### src/common/ext_irq_pkg.sv
// Constants for the external interrupt request pair: register offsets,
// field positions and reset values.
// Assumes an 8-bit register port with byte-wide offsets.
package ext_irq_pkg;

	// ********************************************************
	// Register offsets
	// ********************************************************
	localparam logic [7:0] CFG_ADDR = 8'hE4;
	localparam logic [7:0] TIMER_CTRL_ADDR = 8'hE8;
	localparam logic [7:0] STAT_ADDR = 8'hEC;
	localparam logic [7:0] MASK_ADDR = 8'hF0;
	localparam logic [7:0] SKIP_ADDR = 8'hF4;

	// ********************************************************
	// Field positions
	// ********************************************************
	localparam int SEL_W = 3;
	localparam int CFG_A_SEL_LSB = 0;
	localparam int CFG_A_POL_BIT = 3;
	localparam int CFG_B_SEL_LSB = 4;
	localparam int CFG_B_POL_BIT = 7;
	localparam int TIMER_CTRL_A_TYPE_BIT = 0;
	localparam int TIMER_CTRL_A_PEND_BIT = 1;
	localparam int TIMER_CTRL_B_TYPE_BIT = 2;
	localparam int TIMER_CTRL_B_PEND_BIT = 3;
	localparam int STAT_A_BIT = 0;
	localparam int STAT_B_BIT = 1;

	// ********************************************************
	// Reset values
	// ********************************************************
	localparam logic [7:0] CFG_RST = 8'h00;
	localparam logic [1:0] TYPE_RST = 2'h0;
	localparam logic [1:0] STAT_RST = 2'h0;
	localparam logic [1:0] MASK_RST = 2'h0;
	localparam logic [7:0] SKIP_RST = 8'h00;
	localparam logic [7:0] PIN_SYNC_RST = 8'hFF;
	localparam logic [7:0] RDATA_RST = 8'h00;

endpackage

### src/verilog/ext_request_channel.sv
// One external request input: pin selection, polarity, edge or level
// detection and the pending flag.
// Assumes portPins is already synchronised to clk_sys.
`timescale 1ns/1ps
module ext_request_channel (
	input wire logic clk_sys,
	input wire logic rst_n,
	input wire logic [7:0] portPins,
	input wire logic [2:0] pinSelect,
	input wire logic polarity,
	input wire logic edgeMode,
	input wire logic vectorAck,
	input wire logic swWrite,
	input wire logic swPending,
	output logic pending,
	output logic requestEvent
);

	logic activeNow;
	logic activePrev_reg;
	logic rise;

	// ********************************************************
	// Detection
	// ********************************************************
	// Only reads the pin, so the peripheral routed there is untouched
	assign activeNow = (portPins[pinSelect] == polarity);
	assign rise = activeNow & ~activePrev_reg;

	// Reset high, but pinSync2_reg resets to FF, so a selected pin held low through reset is still taken as an edge two cycles after release
	always_ff @(posedge clk_sys or negedge rst_n)
	begin
		if (!rst_n)
			activePrev_reg <= 1'b1;
		else
			activePrev_reg <= activeNow;
	end

	// ********************************************************
	// Pending flag
	// ********************************************************
	always_ff @(posedge clk_sys or negedge rst_n)
	begin
		if (!rst_n)
			pending <= 1'b0;
		else if (!edgeMode)
			pending <= activeNow;
		else if (rise)
			pending <= 1'b1;
		else if (vectorAck)
			pending <= 1'b0;
		else if (swWrite)
			pending <= swPending;
	end

	always_ff @(posedge clk_sys or negedge rst_n)
	begin
		if (!rst_n)
			requestEvent <= 1'b0;
		else
			requestEvent <= rise;
	end

	// ********************************************************
	// Checks
	// ********************************************************
	level_follow_a: assert property (@(posedge clk_sys) disable iff (!rst_n)
		!edgeMode |=> pending == $past(activeNow))
		else $error("level pending does not follow input");

	edge_set_a: assert property (@(posedge clk_sys) disable iff (!rst_n)
		edgeMode && activeNow && !$past(activeNow) |=> pending)
		else $error("edge did not set pending");

	ack_clear_a: assert property (@(posedge clk_sys) disable iff (!rst_n)
		edgeMode && vectorAck && !rise |=> !pending)
		else $error("vector did not clear pending");

	edge_hold_a: assert property (@(posedge clk_sys) disable iff (!rst_n)
		edgeMode && pending && !vectorAck && !swWrite |=> pending)
		else $error("edge pending dropped without clear");

endmodule // ext_request_channel

### src/verilog/external_interrupt_pair.sv
// Two external interrupt request inputs watching port 1 pins, with their
// configuration, timer-control view, skip mask and event interrupt.
// Assumes port 1 pins are asynchronous and the core pulses a vector
// acknowledge on clk_sys for one cycle when it enters a service routine.
//
// Functional notes
// Each input has a polarity bit, 0 active low, 1 active high; bits 3, 7.
// Type bit 1 selects edge detection, 0 level; four combinations in all.
// Three-bit field picks port 1 pin n; bits 2:0 first, 6:4 second.
// Inputs only observe their pin and never disturb crossbar routing.
// A skipped pin is never given to a crossbar peripheral.
// Pending flags sit at timer-control bits 1 and 3.
// Edge mode clears the pending flag when the processor vectors.
// Level mode pending reads 1 while pin active, 0 while inactive.
// Source holds level request active until the processor recognises it.
// Source releases request before service ends, else another request.
// Edge mode synchronises the pin and sets pending on inactive-to-active.
//
// Added by the designer: the strobed register port.
`timescale 1ns/1ps
module external_interrupt_pair (
	input wire logic clk_sys,
	input wire logic rst_n,
	input wire logic [7:0] port1Pins,
	input wire logic [7:0] regAddr,
	input wire logic [7:0] regWrData,
	input wire logic regWrite,
	input wire logic regRead,
	output logic [7:0] regRdData,
	input wire logic vectorAckA,
	input wire logic vectorAckB,
	output logic requestAPending,
	output logic requestBPending,
	output logic [7:0] crossbarSkip,
	output logic irqOut
);

	// ********************************************************
	// Declarations
	// ********************************************************
	logic [7:0] pinSync1_reg;
	logic [7:0] pinSync2_reg;
	logic [7:0] extIrqPinConfig_reg;
	logic [1:0] edgeSelect_reg;
	logic [1:0] irqStatus_reg;
	logic [1:0] irqStatus_next;
	logic [1:0] irqMask_reg;
	logic [7:0] crossbarSkip_reg;
	logic [7:0] regRdData_reg;
	logic irqOut_reg;
	logic [7:0] rdMux;
	logic [7:0] timerCtrlView;
	logic [1:0] pendingVec;
	logic [1:0] eventVec;
	logic [1:0] ackVec;
	logic [1:0] polVec;
	logic [2:0] selVec [2];
	logic wrCfg;
	logic wrTimerCtrl;
	logic wrStat;
	logic wrMask;
	logic wrSkip;
	logic rdStat;

	// ********************************************************
	// Pin synchroniser
	// ********************************************************
	// First stage feeds only the second stage
	always_ff @(posedge clk_sys or negedge rst_n)
	begin
		if (!rst_n)
		begin
			// Idle high, so the default active-low inputs show no false request
			pinSync1_reg <= ext_irq_pkg::PIN_SYNC_RST;
			pinSync2_reg <= ext_irq_pkg::PIN_SYNC_RST;
		end
		else
		begin
			pinSync1_reg <= port1Pins;
			pinSync2_reg <= pinSync1_reg;
		end
	end

	// ********************************************************
	// Address decode
	// ********************************************************
	assign wrCfg = regWrite && (regAddr == ext_irq_pkg::CFG_ADDR);
	assign wrTimerCtrl = regWrite && (regAddr == ext_irq_pkg::TIMER_CTRL_ADDR);
	assign wrStat = regWrite && (regAddr == ext_irq_pkg::STAT_ADDR);
	assign wrMask = regWrite && (regAddr == ext_irq_pkg::MASK_ADDR);
	assign wrSkip = regWrite && (regAddr == ext_irq_pkg::SKIP_ADDR);
	assign rdStat = regRead && (regAddr == ext_irq_pkg::STAT_ADDR);

	// ********************************************************
	// Configuration register
	// ********************************************************
	always_ff @(posedge clk_sys or negedge rst_n)
	begin
		if (!rst_n)
			extIrqPinConfig_reg <= ext_irq_pkg::CFG_RST;
		else if (wrCfg)
			extIrqPinConfig_reg <= regWrData;
	end

	// ********************************************************
	// Timer-control type bits
	// ********************************************************
	// Only the type and pending bits belong here; the rest read zero
	always_ff @(posedge clk_sys or negedge rst_n)
	begin
		if (!rst_n)
			edgeSelect_reg <= ext_irq_pkg::TYPE_RST;
		else if (wrTimerCtrl)
		begin
			edgeSelect_reg[0] <= regWrData[ext_irq_pkg::TIMER_CTRL_A_TYPE_BIT];
			edgeSelect_reg[1] <= regWrData[ext_irq_pkg::TIMER_CTRL_B_TYPE_BIT];
		end
	end

	// ********************************************************
	// Crossbar skip mask
	// ********************************************************
	// Pins marked here are withheld from crossbar peripherals
	always_ff @(posedge clk_sys or negedge rst_n)
	begin
		if (!rst_n)
			crossbarSkip_reg <= ext_irq_pkg::SKIP_RST;
		else if (wrSkip)
			crossbarSkip_reg <= regWrData;
	end

	assign crossbarSkip = crossbarSkip_reg;

	// ********************************************************
	// Request channels
	// ********************************************************
	assign polVec[0] = extIrqPinConfig_reg[ext_irq_pkg::CFG_A_POL_BIT];
	assign polVec[1] = extIrqPinConfig_reg[ext_irq_pkg::CFG_B_POL_BIT];
	assign selVec[0] = extIrqPinConfig_reg[ext_irq_pkg::CFG_A_SEL_LSB +: ext_irq_pkg::SEL_W];
	assign selVec[1] = extIrqPinConfig_reg[ext_irq_pkg::CFG_B_SEL_LSB +: ext_irq_pkg::SEL_W];
	assign ackVec = {vectorAckB, vectorAckA};

	// Changing the pin select in edge mode can look like an edge
	genvar ch;
	generate
		for (ch = 0; ch < 2; ch++)
		begin : gChan
			ext_request_channel uChan (
				.clk_sys(clk_sys),
				.rst_n(rst_n),
				.portPins(pinSync2_reg),
				.pinSelect(selVec[ch]),
				.polarity(polVec[ch]),
				.edgeMode(edgeSelect_reg[ch]),
				.vectorAck(ackVec[ch]),
				.swWrite(wrTimerCtrl),
				.swPending(regWrData[ch == 0 ? ext_irq_pkg::TIMER_CTRL_A_PEND_BIT
					: ext_irq_pkg::TIMER_CTRL_B_PEND_BIT]),
				.pending(pendingVec[ch]),
				.requestEvent(eventVec[ch])
			);
		end
	endgenerate

	assign requestAPending = pendingVec[0];
	assign requestBPending = pendingVec[1];

	// ********************************************************
	// Event status and interrupt
	// ********************************************************
	// A new event in the clearing cycle survives the read
	always_comb
	begin
		if (rdStat)
			irqStatus_next = eventVec;
		else if (wrStat)
			irqStatus_next = eventVec;
		else
			irqStatus_next = irqStatus_reg | eventVec;
	end

	always_ff @(posedge clk_sys or negedge rst_n)
	begin
		if (!rst_n)
			irqStatus_reg <= ext_irq_pkg::STAT_RST;
		else
			irqStatus_reg <= irqStatus_next;
	end

	always_ff @(posedge clk_sys or negedge rst_n)
	begin
		if (!rst_n)
			irqMask_reg <= ext_irq_pkg::MASK_RST;
		else if (wrMask)
			irqMask_reg <= regWrData[1:0];
	end

	// Registered output: follows status and mask one cycle later
	always_ff @(posedge clk_sys or negedge rst_n)
	begin
		if (!rst_n)
			irqOut_reg <= 1'b0;
		else
			irqOut_reg <= |(irqStatus_reg & irqMask_reg);
	end

	assign irqOut = irqOut_reg;

	// ********************************************************
	// Read path
	// ********************************************************
	always_comb
	begin
		timerCtrlView = 8'h00;
		timerCtrlView[ext_irq_pkg::TIMER_CTRL_A_TYPE_BIT] = edgeSelect_reg[0];
		timerCtrlView[ext_irq_pkg::TIMER_CTRL_A_PEND_BIT] = pendingVec[0];
		timerCtrlView[ext_irq_pkg::TIMER_CTRL_B_TYPE_BIT] = edgeSelect_reg[1];
		timerCtrlView[ext_irq_pkg::TIMER_CTRL_B_PEND_BIT] = pendingVec[1];
	end

	always_comb
	begin
		case (regAddr)
			ext_irq_pkg::CFG_ADDR: rdMux = extIrqPinConfig_reg;
			ext_irq_pkg::TIMER_CTRL_ADDR: rdMux = timerCtrlView;
			ext_irq_pkg::STAT_ADDR: rdMux = {6'h00, irqStatus_reg};
			ext_irq_pkg::MASK_ADDR: rdMux = {6'h00, irqMask_reg};
			ext_irq_pkg::SKIP_ADDR: rdMux = crossbarSkip_reg;
			default: rdMux = 8'h00;
		endcase
	end

	// Data stand only in the cycle after the read strobe
	always_ff @(posedge clk_sys or negedge rst_n)
	begin
		if (!rst_n)
			regRdData_reg <= ext_irq_pkg::RDATA_RST;
		else if (regRead)
			regRdData_reg <= rdMux;
		else
			regRdData_reg <= 8'h00;
	end

	assign regRdData = regRdData_reg;

	// ********************************************************
	// Checks
	// ********************************************************
	cfg_readback_a: assert property (@(posedge clk_sys) disable iff (!rst_n)
		regRead && regAddr == ext_irq_pkg::CFG_ADDR
		|=> regRdData == $past(extIrqPinConfig_reg))
		else $error("config readback wrong");

	pend_view_a: assert property (@(posedge clk_sys) disable iff (!rst_n)
		regRead && regAddr == ext_irq_pkg::TIMER_CTRL_ADDR
		|=> regRdData[ext_irq_pkg::TIMER_CTRL_A_PEND_BIT] == $past(requestAPending)
		&& regRdData[ext_irq_pkg::TIMER_CTRL_B_PEND_BIT] == $past(requestBPending))
		else $error("pending bits misplaced in timer control");

	// Polarity is taken from the same cycle as the pin, as a config write may follow
	pin_select_a: assert property (@(posedge clk_sys) disable iff (!rst_n)
		!edgeSelect_reg[1] && $stable(extIrqPinConfig_reg)
		|=> requestBPending == $past(pinSync2_reg[selVec[1]] == polVec[1]))
		else $error("second input watches wrong pin");

	low_active_a: assert property (@(posedge clk_sys) disable iff (!rst_n)
		!edgeSelect_reg[0] && !polVec[0] && $stable(extIrqPinConfig_reg)
		&& !pinSync2_reg[selVec[0]] |=> requestAPending)
		else $error("active low level not pending");

	skip_hold_a: assert property (@(posedge clk_sys) disable iff (!rst_n)
		!wrSkip |=> $stable(crossbarSkip))
		else $error("skip mask moved without a write");

	skip_write_a: assert property (@(posedge clk_sys) disable iff (!rst_n)
		wrSkip |=> crossbarSkip == $past(regWrData))
		else $error("skip mask write lost");

	irq_level_a: assert property (@(posedge clk_sys) disable iff (!rst_n)
		irqOut == |($past(irqStatus_reg) & $past(irqMask_reg)))
		else $error("interrupt output disagrees with status");

	event_keep_a: assert property (@(posedge clk_sys) disable iff (!rst_n)
		rdStat && eventVec[0] |=> irqStatus_reg[0])
		else $error("event lost in clearing read");

endmodule // external_interrupt_pair

### config.mk
export PLATFORM = sky130hd
export DESIGN_NAME = external_interrupt_pair
export DESIGN_NICKNAME = d
export VERILOG_FILES = /design/src/common/ext_irq_pkg.sv /design/src/verilog/ext_request_channel.sv /design/src/verilog/external_interrupt_pair.sv
export SDC_FILE = /design/constraint.sdc
export NUM_CORES = 1
export LEC_CHECK = 0
export BUFFER_PORTS_ARGS = -buffer_cell sky130_fd_sc_hd__clkbuf_2
export CORE_MARGIN = 5
export CORE_UTILIZATION = 45
export DETAILED_ROUTE_END_ITERATION = 12
export PLACE_DENSITY = 0.67
export REMOVE_ABC_BUFFERS = 1
export SETUP_SLACK_MARGIN = 0.5
export SLEW_MARGIN = 20
export SYNTH_ARGS = -nofsm -noshare
export SYNTH_HDL_FRONTEND = slang
export SYNTH_HIERARCHICAL = 1
export SYNTH_SLANG_ARGS = --single-unit
### constraint.sdc
create_clock -name clk_sys -period 1.7 [get_ports clk_sys]
set_input_delay 0.255 -clock clk_sys [delete_from_list [all_inputs] [get_ports clk_sys]]
set_output_delay 0.255 -clock clk_sys [all_outputs]
set_load 0.005 [all_outputs]
==> results, run 1 <==
- Yosys attributes the largest share of cell area to sky130_fd_sc_hd__dfrtp_1 39%, sky130_fd_sc_hd__dfstp_2 21%, sky130_fd_sc_hd__mux2_2 9.1%, sky130_fd_sc_hd__mux2i_1 6.3%, sky130_fd_sc_hd__mux2_4 5.4%.
- The root cell of the clock tree is sky130_fd_sc_hd__clkbuf_8.
- For this design the ratio of total power to cell area is around 840 mW/mm2.
- For the final database, setup skew stands at roughly 0.0070 ns.
- The core region is approximately 0.0048 mm2.
- For this configuration, the core starts out at a cell density of a little under half.
- Ranked by instance count, the synthesized netlist is headed by 35 x sky130_fd_sc_hd__dfrtp_1, 18 x sky130_fd_sc_hd__dfstp_2, 18 x sky130_fd_sc_hd__mux2_2.
- The remaining global-route overflow is 0.
- The sequential fraction of the synthesis area is between 60 and 70%.
- The total negative slack for setup checks is 0 ns.
- The via count of the first global-routing pass came to 1491.
- Global routing consumed, over all layers together, between 10% and 20% of the routing resources.
- After clock tree synthesis, the clock-pin slew on the worst setup and hold paths is about 0.090 ns.
- The multi-input combinational cells in the finished layout cover a total of between 800 and 900 um2.
- Clock latency on the worst-skew pair, taken at its later pin, is 0.30 ns.
- For this run, the post-layout net count is around 240.
- The delay of the slowest cell on the worst path is around 0.53 ns.
- The final number of hold-violating endpoints came to 0.
- A synthesized cell averages ~15 um2.
- The flop and latch count out of synthesis is 53.
- The dominant register cell in the synthesized netlist is sky130_fd_sc_hd__dfrtp_1.
- Among all stages on the critical path, the largest delay is contributed by sky130_fd_sc_hd__mux4_2.
- The post-place instance area is around 0.0026 mm2.
- Across the VDD grid, the largest voltage drop is ~530 uV.
- Summed over all instances, the cell type with the most area after synthesis is sky130_fd_sc_hd__dfrtp_1.
- At the pin with the least slew margin, the transition time is between 0.2 and 0.3 ns.
- The count of nets left with antenna violations after detail routing is 0.
- The footprint of the flip-flops and latches is about 0.0014 mm2.
- TritonCTS built the clock tree.
- The total routed wirelength is around 4.6 mm.
- In this run, the number of DRC markers left after iteration 0 of detailed routing was 55.
- The share of the clock period used by the worst path is 91.35%.
- The count of fill cells added during filler insertion is 384.
- The number of antenna violations at the first check in global routing is 0.
- In the routed layout, each cell is associated on average with a via count of 4.947.
- The die span in x is around 80 um.
- The DRC violations left is 0.
- Subtracting the final worst setup slack from the clock period gives around 1.6 ns.
- The proportion of synthesized flip-flops having asynchronous set or reset is 100.0%.
- The finished cells cover between 0.002 and 0.003 mm2.
- Summed over all cells, the static leakage comes to about 1.3 nW.
- The number of synthesized flops with an enable pin is 0.
- The floorplan die area is approximately 0.0065 mm2.
- Entering global routing, the biggest net connects between 50 and 60 pins.
- The final number of max-transition violations was 0.
- The critical path goes through mux2i_1 > mux4_2 > xnor2_4 > o32ai_1.
- At the worst endpoint, the required time is about 1.9 ns.
- STA puts the critical path data arrival time at roughly 1.7 ns.
- The kind of capture point of the worst setup path is a flop.
- The area added between synthesis and finish is 27.40%.
- The headroom to the max-slew limit is around 81%.
- The setup violation total in the final timing report is 0.
- Detailed routing inserted a total of approximately 1.4k vias.
- The share of the synthesized area in the top cell type is between 30% and 40%.
- STA classifies the critical path startpoint as a flop.
- The overall power is 2.392 mW.
- The final routed wire length divided by cell count is around 16 um.
- Counting the buffers created by CTS gives 5.
- Across the run, the number of max-cap violations was 0.
- The number of diodes added for antenna fixing is 0.
- The maximum clock frequency is 643.9 MHz.
- No sink is reached through more buffers than the 2 on the longest clock path.
- In the final layout, the share of cells above drive strength 1 is 59.81%.
- The first global-routing pass estimated 7.410 mm of wire.
- The setup path with the least slack is of type reg -> reg.
- Setup repair after global routing could not meet its margin everywhere.
- For this design the top-level I/O count stands at around 50.
- The H-tree was split into 2 levels.
- The number of standard cells after synthesis is about 150.
- The most used standard cell by instance count after synthesis is sky130_fd_sc_hd__dfrtp_1.
- The first TritonRoute pass finished after 4 iterations.
- In this run the core area contains 25 standard-cell rows.
- The mapped cell area is roughly 0.0022 mm2.
- Detailed placement ended at an HPWL of between 3 and 4 mm.
- The die is roughly 80 um tall.
- The number of warnings issued by yosys is 6.
- The path class of the tightest hold or removal check is in -> reg.
- The number of I/O port buffers is 48.
- Counting every sink on the clock net gives 53.
- On the final layout, the worst hold slack is roughly 0.035 ns.
- Of all nets on the critical path, the largest fanout is 6.
- The netlist uses 31 different library cells.
- At the end of routability-driven placement, the weighted congestion stood at 0.7846.
- The run finished with clean final reports.
## what timing repair did
item                                    in CTS  in global routing
gates resized for setup                      2                 22
endpoints found under the hold margin       35                  0
hold buffers                                 1                  0
endpoints found under the setup margin      16                 26
setup buffers                                6                  1
pin swaps                                    5                  1
## critical path: cells and delay by family (launching register included)
family          cells  cell delay (ns)
mux                 2             0.67
compound gates      1             0.10
xor+xnor            1             0.20
flops               1             0.47
## layout make-up
class / instances / area share, %
inverter: 5 / 0.6596
timing repair buffer: 63 / 14.64
clock inverter: 1 / 0.1759
multi-input combinational: 85 / 30.69
sequential: 53 / 47.49
tap: 67 / 2.946
clock buffer: 7 / 3.386
## logic make-up (layout without fill, tap and decap cells)
kind of cell | count (synthesis) | count (layout) | share of synthesized area (%)
xor+xnor | 2 | 2 | 1.457
compound gates | 13 | 13 | 4.314
simple gates | 28 | 28 | 8.908
mux | 42 | 42 | 22.74
flops | 53 | 53 | 60.39
buf+inv | 10 | 76 | 2.185
## layout by cell type (no fill, tap or decap), drive strengths merged
| master | n |
|---|---|
| nand2 | 1 |
| nand3 | 5 |
| nand4b | 1 |
| xnor2 | 2 |
| a22oi | 2 |
| buf | 18 |
| o211ai | 1 |
| inv | 5 |
| a22o | 3 |
| dlygate4sd3 | 1 |
| nor2b | 2 |
| a21o | 2 |
| and2 | 2 |
| nand4 | 1 |
| nand2b | 1 |
| nand3b | 2 |
| nor2 | 8 |
| and3 | 1 |
| nor4 | 2 |
| o32ai | 2 |
| mux2i | 14 |
| nor3 | 2 |
| dfrtp | 35 |
| dfstp | 18 |
| clkbuf | 51 |
| mux2 | 26 |
| mux4 | 2 |
| clkinv | 1 |
| a21oi | 3 |
## per-stage QoR
| stage | setup slack [ns] | utilization (%) | cells |
|---|---|---|---|
| 2_1_floorplan | 0.06245 | - | 143 |
| 3_3_place_gp | 0.1396 | 54.43 | 265 |
| 3_5_place_dp | 0.1267 | 54.43 | 265 |
| 4_1_cts | 0.1471 | 57.75 | 280 |
| 5_1_grt | 0.08228 | 59.45 | 281 |
| 6_report | 0.1470 | 59.45 | 281 |
## per-layer routing
layer,wire [um],up-vias,global-route usage (%),share of wire [%]
li1,-,655,-,-
met1,1905,685,18.89,42
met2,2316,42,25.66,51
met3,246,8,3.924,5.4
met4,84,0,5.912,1.8
met5,0,-,0,0
## power breakdown
part	internal (mW)	switching (mW)
Clock	0.368	0.373
Sequential	1.34	0.0447
Combinational	0.142	0.119
## final timing paths
check	start	slack (ns)	end	cells after the start
setup / recovery	extIrqPinConfig_reg[1]$_DFFE_PN0P_	0.15	gChan[0].uChan/pending$_DFFE_PN0P_	4
hold / removal	port1Pins[5]	0.04	pinSync1_reg[5]$_DFF_PN1_	1
setup reg to reg	extIrqPinConfig_reg[1]$_DFFE_PN0P_	0.15	gChan[0].uChan/pending$_DFFE_PN0P_	4
hold reg to reg	pinSync1_reg[0]$_DFF_PN1_	0.36	pinSync2_reg[0]$_DFF_PN1_	0
max in group asynchronous	rst_n	0.92	gChan[1].uChan/activePrev_reg$_DFF_PN1_	3
min in group asynchronous	rst_n	0.48	regRdData[0]$_DFF_PN0_	3
(Power assumes the default switching activity.)
==> run 2: changes to the inputs <==
--- a/config.mk
+++ b/config.mk
@@ -5,11 +5,12 @@
 export SDC_FILE = /design/constraint.sdc
 export NUM_CORES = 1
 export LEC_CHECK = 0
+export ABC_AREA = 1
 export BUFFER_PORTS_ARGS = -buffer_cell sky130_fd_sc_hd__clkbuf_2
 export CORE_MARGIN = 5
 export CORE_UTILIZATION = 45
 export DETAILED_ROUTE_END_ITERATION = 12
-export PLACE_DENSITY = 0.67
+export PLACE_DENSITY = 0.66
 export REMOVE_ABC_BUFFERS = 1
 export SETUP_SLACK_MARGIN = 0.5
 export SLEW_MARGIN = 20
==> run 2 against run 1 <==
- via count grew 37%
- clock power fell by 3%
- area after synthesis grew 7.8%
- clock-buffer cell count down 2
- wire length grew 8.9%
- highest routed layer unchanged
- global-route usage fell by 0.37 points
- combinational power grew 15%
- setup slack improved by 0.24 ns
- sequential share of layout area fell by 1.5 points
- largest cell class unchanged
==> results, run 2 <==
- The total negative slack for setup checks is 0 ns (unchanged).
- The switching power summed over all nets came to 0.6583 mW (+23%).
- The die span in x was 83.16 um (+3.4%).
- The overall routing resource usage is 14.95% (-0.37 points).
- The final number of hold-violating endpoints is 0 (unchanged).
- The sequential group share of total power is 57.8% (-0.3 points).
- The flow ran to the end, and the final reports show no timing, DRC or antenna violations.
- The count of nets left with antenna violations after detail routing was 0 (unchanged).
- The placeable core region came to 0.005140 mm2 (+7.4%).
- The number of diodes added for antenna fixing was 0 (unchanged).
- TritonCTS built the clock tree.
- The level count of the clock H-tree is 2 (unchanged).
- The worst setup path is launched from a flop.
- The latest clock arrival within the worst-skew pair was 0.31 ns (about the same).
- The share of the synthesized area in the top cell type was 36.36% (-2.9 points).
- The actual transition at the worst max-transition pin is 0.4072 ns (+0.1288 ns).
- Yosys instantiated no cell more often than sky130_fd_sc_hd__nand2_1.
- The number of nets in the finished design is 352 (+45%).
- The final routed wire length divided by cell count is 12.61 um (-22%).
- The area added between synthesis and finish is 22.13%.
- The floorplan die area was 0.006916 mm2 (+6.9%).
- The number of ports placed on the die boundary is 49 (unchanged).
- The tree is rooted in a sky130_fd_sc_hd__clkbuf_8.
- The reported leakage power is 1.572 nW (+20%).
- The switching fraction of total power is 27.14% (+4.7 points).
- The share of the clock period used by the worst path was 77.09% (-14 points).
- The largest area contributor in the synthesized netlist is sky130_fd_sc_hd__dfrtp_1.
- The proportion of synthesized flip-flops having asynchronous set or reset is 100.0% (unchanged).
- The number of core rows came to 26 (+4.0%).
- The pin count of the biggest net entering global routing is 54 (unchanged).
- The number of antenna violations at the first check in global routing is 0 (unchanged).
- The TritonCTS buffer count is 5 (unchanged).
- By area the synthesized netlist is led by sky130_fd_sc_hd__dfrtp_1 36%, sky130_fd_sc_hd__dfstp_2 20%, sky130_fd_sc_hd__nand2_1 13%, sky130_fd_sc_hd__nand3_1 5.8%, sky130_fd_sc_hd__o21ai_0 4.6%.
- The part of the power in combinational logic is 12.4% (+1.5 points).
- The setup violation total in the final timing report is 0 (unchanged).
- The library cells used most frequently in the layout, excluding fill and tap cells, are 77 x sky130_fd_sc_hd__nand2_1, 48 x sky130_fd_sc_hd__clkbuf_2, 32 x sky130_fd_sc_hd__dfrtp_1.
- The cell-internal power is 1.767 mW (-4.7%).
- The number of standard cells after synthesis is 264 (+78%).
- The maximum fanout along the worst path came to 6 (unchanged).
- The count of fill cells added during filler insertion is 493 (+28%).
- Among all flip-flop cells after synthesis, the most frequent one is sky130_fd_sc_hd__dfrtp_1.
- The total routed wirelength is 4.956 mm (+8.9%).
- The starting DRC count in detailed routing is 164 (+200%).
- The final number of max-transition violations is 0 (unchanged).
- The remaining global-route overflow is 0 (unchanged).
- The via count of the first global-routing pass is 1871 (+25%).
- The number of detailed-route iterations in the first pass is 4 (unchanged).
- The headroom to the max-slew limit is 72.83% (-8.6 points).
- In this run the worst hold path is classified as in -> reg.
- The number of warnings issued by yosys is 6 (unchanged).
- The shortest period the worst path allows is 1.311 ns (-0.2425 ns).
- The ratio of total power to cell area is 824.5 mW/mm2 (-1.9%).
- After synthesis, the most frequently instantiated cells are 83 x sky130_fd_sc_hd__nand2_1, 35 x sky130_fd_sc_hd__dfrtp_1, 28 x sky130_fd_sc_hd__nand3_1.
- The initial core utilization is 46.86% (+0.19 points).
- The number of I/O port buffers is 48 (unchanged).
- The footprint of the flip-flops and latches is 0.001353 mm2 (about the same).
- The largest buffer count on any clock path is 2 (unchanged).
- The filler-free cell count of the finished design came to 393 (+40%).
- The maximum clock frequency came to 763.1 MHz (+19%).
- The required time at the worst-slack endpoint is 1.91 ns (+0.03 ns).
- The via density per instance is 4.835 (-2.3%).
- The vertical die dimension is 83.16 um (+3.4%).
- The clock transition at the registers of the reported paths is 0.10 ns (about the same).
- The footprint of the multi-input gates is 999.7 um2 (+14%).
- The routability congestion estimate was 0.8686 (+11%).
- The wire length of the first global-routing pass is 8.521 mm (+15%).
- The clock sink count was 53 (unchanged).
- The sequential fraction of the synthesis area was 56.00% (-4.4 points).
- The detailed-placement wirelength estimate is 3.594 mm (+7.6%).
- The number of max-capacitance violations reported came to 0 (unchanged).
- The number of cells after detailed placement is 381 (+44%).
- The unique cell type count in the Yosys netlist was 22 (-29%).
- The flop and latch count out of synthesis is 53 (unchanged).
- The post-layout utilization of the core is 57.23% (-2.2 points).
- The detailed-route via count came to 1900 (+37%).
- The library cell used most frequently in the layout, excluding fill and tap cells, is sky130_fd_sc_hd__nand2_1.
- The kind of capture point of the worst setup path is a flop.
- The setup path with the least slack is of type reg -> reg.
- The worst supply voltage drop on vdd is 542.6 uV (+2.7%).
- The clock share of power is 29.8% (-1.2 points).
- Setup repair after global routing could not meet its margin everywhere.
- The worst clock skew is 0.008002 ns (+0.001041 ns).
- The mapped cell area came to 0.002409 mm2 (+7.8%).
- The synthesized area per cell is 9.123 um2 (-40%).
- The fraction of layout instances using a drive strength above 1 is 37.77% (-22 points).
- The data arrival time of the worst path came to 1.52 ns (-0.21 ns).
- The number of synthesized flops with an enable pin is 0 (unchanged).
- The DRC violations left was 0 (unchanged).
run 2: critical path, cell delays in order (launching register included):
cell and delay (ns):
sky130_fd_sc_hd__dfrtp_2 0.47, sky130_fd_sc_hd__nand2_1 0.10, sky130_fd_sc_hd__nand3_2 0.09, sky130_fd_sc_hd__nand3_2 0.11
sky130_fd_sc_hd__nand3_2 0.14, sky130_fd_sc_hd__nand3_4 0.12, sky130_fd_sc_hd__nand2_2 0.05, sky130_fd_sc_hd__nand2_1 0.07
sky130_fd_sc_hd__nand2_1 0.04
run 2: area by class of cell:
class | count | area share, %
well taps | 70 | 2.977
repair buffers | 54 | 10.21
flip-flops and latches | 53 | 45.98
clock buffers | 5 | 2.339
multi-input cells | 179 | 33.99
clock inverters | 3 | 0.7231
inverters | 29 | 3.786
run 2: worst paths after layout:
check                                                      to                          startpoint  slack [ns]  depth (start not counted)
max                        gChan[1].uChan/pending$_DFFE_PN0P_  extIrqPinConfig_reg[4]$_DFFE_PN0P_        0.39                          8
min                                 pinSync1_reg[7]$_DFF_PN1_                        port1Pins[7]        0.02                          1
max reg2reg                gChan[1].uChan/pending$_DFFE_PN0P_  extIrqPinConfig_reg[4]$_DFFE_PN0P_        0.39                          8
min reg2reg                         pinSync2_reg[6]$_DFF_PN1_           pinSync1_reg[6]$_DFF_PN1_        0.36                          0
max in group asynchronous           pinSync2_reg[7]$_DFF_PN1_                               rst_n        0.95                          3
min in group asynchronous  extIrqPinConfig_reg[5]$_DFFE_PN0P_                               rst_n        0.46                          3
run 2: cells by family (layout without fill, tap and decap cells):
| group | Yosys count | in the layout | share of synthesized area (%) |
|---|---|---|---|
| buf+inv | 32 | 91 | 5.714 |
| simple gates | 150 | 150 | 31.79 |
| flops | 53 | 53 | 56.00 |
| compound gates | 29 | 29 | 6.494 |
run 2: power by group through the flow:
stage          logic (mW)  clock network (mW)  registers, mW
2_1_floorplan       0.147                   0           1.41
3_3_place_gp        0.263                   0           1.42
3_5_place_dp        0.268                   0           1.42
4_1_cts             0.277               0.741           1.40
5_1_grt             0.341               0.792           1.41
6_report            0.301               0.722           1.40
run 2: timing repair:
item                                    CTS  global route
gates resized for setup                   4            16
endpoints found under the hold margin    35             0
endpoints found under the setup margin    2             4
hold buffers                              1             0
pin swaps                                 2             8
setup buffers                             1             2
run 2: layer usage:
metal,up-vias,routed length [um],share of wire (%),GRT usage [%]
met5,-,0,0,0
met4,0,100,2.0,5.944
met3,12,287,5.8,3.960
met2,51,2368,48,23.98
met1,881,2199,44,19.23
li1,956,-,-,-
run 2: metrics by stage:
step                      total power, mW  area [um2]  setup WS (ns)  hold WS, ns
final                               2.425        2942         0.3895      0.01705
after global routing                2.545        2942         0.3114     0.002280
after CTS                           2.419        2860         0.4262     0.007200
after detailed placement            1.691        2735         0.3162       0.2727
after global placement              1.684        2735         0.3470       0.2721
after floorplan                     1.556        2380         0.4840     -0.04059
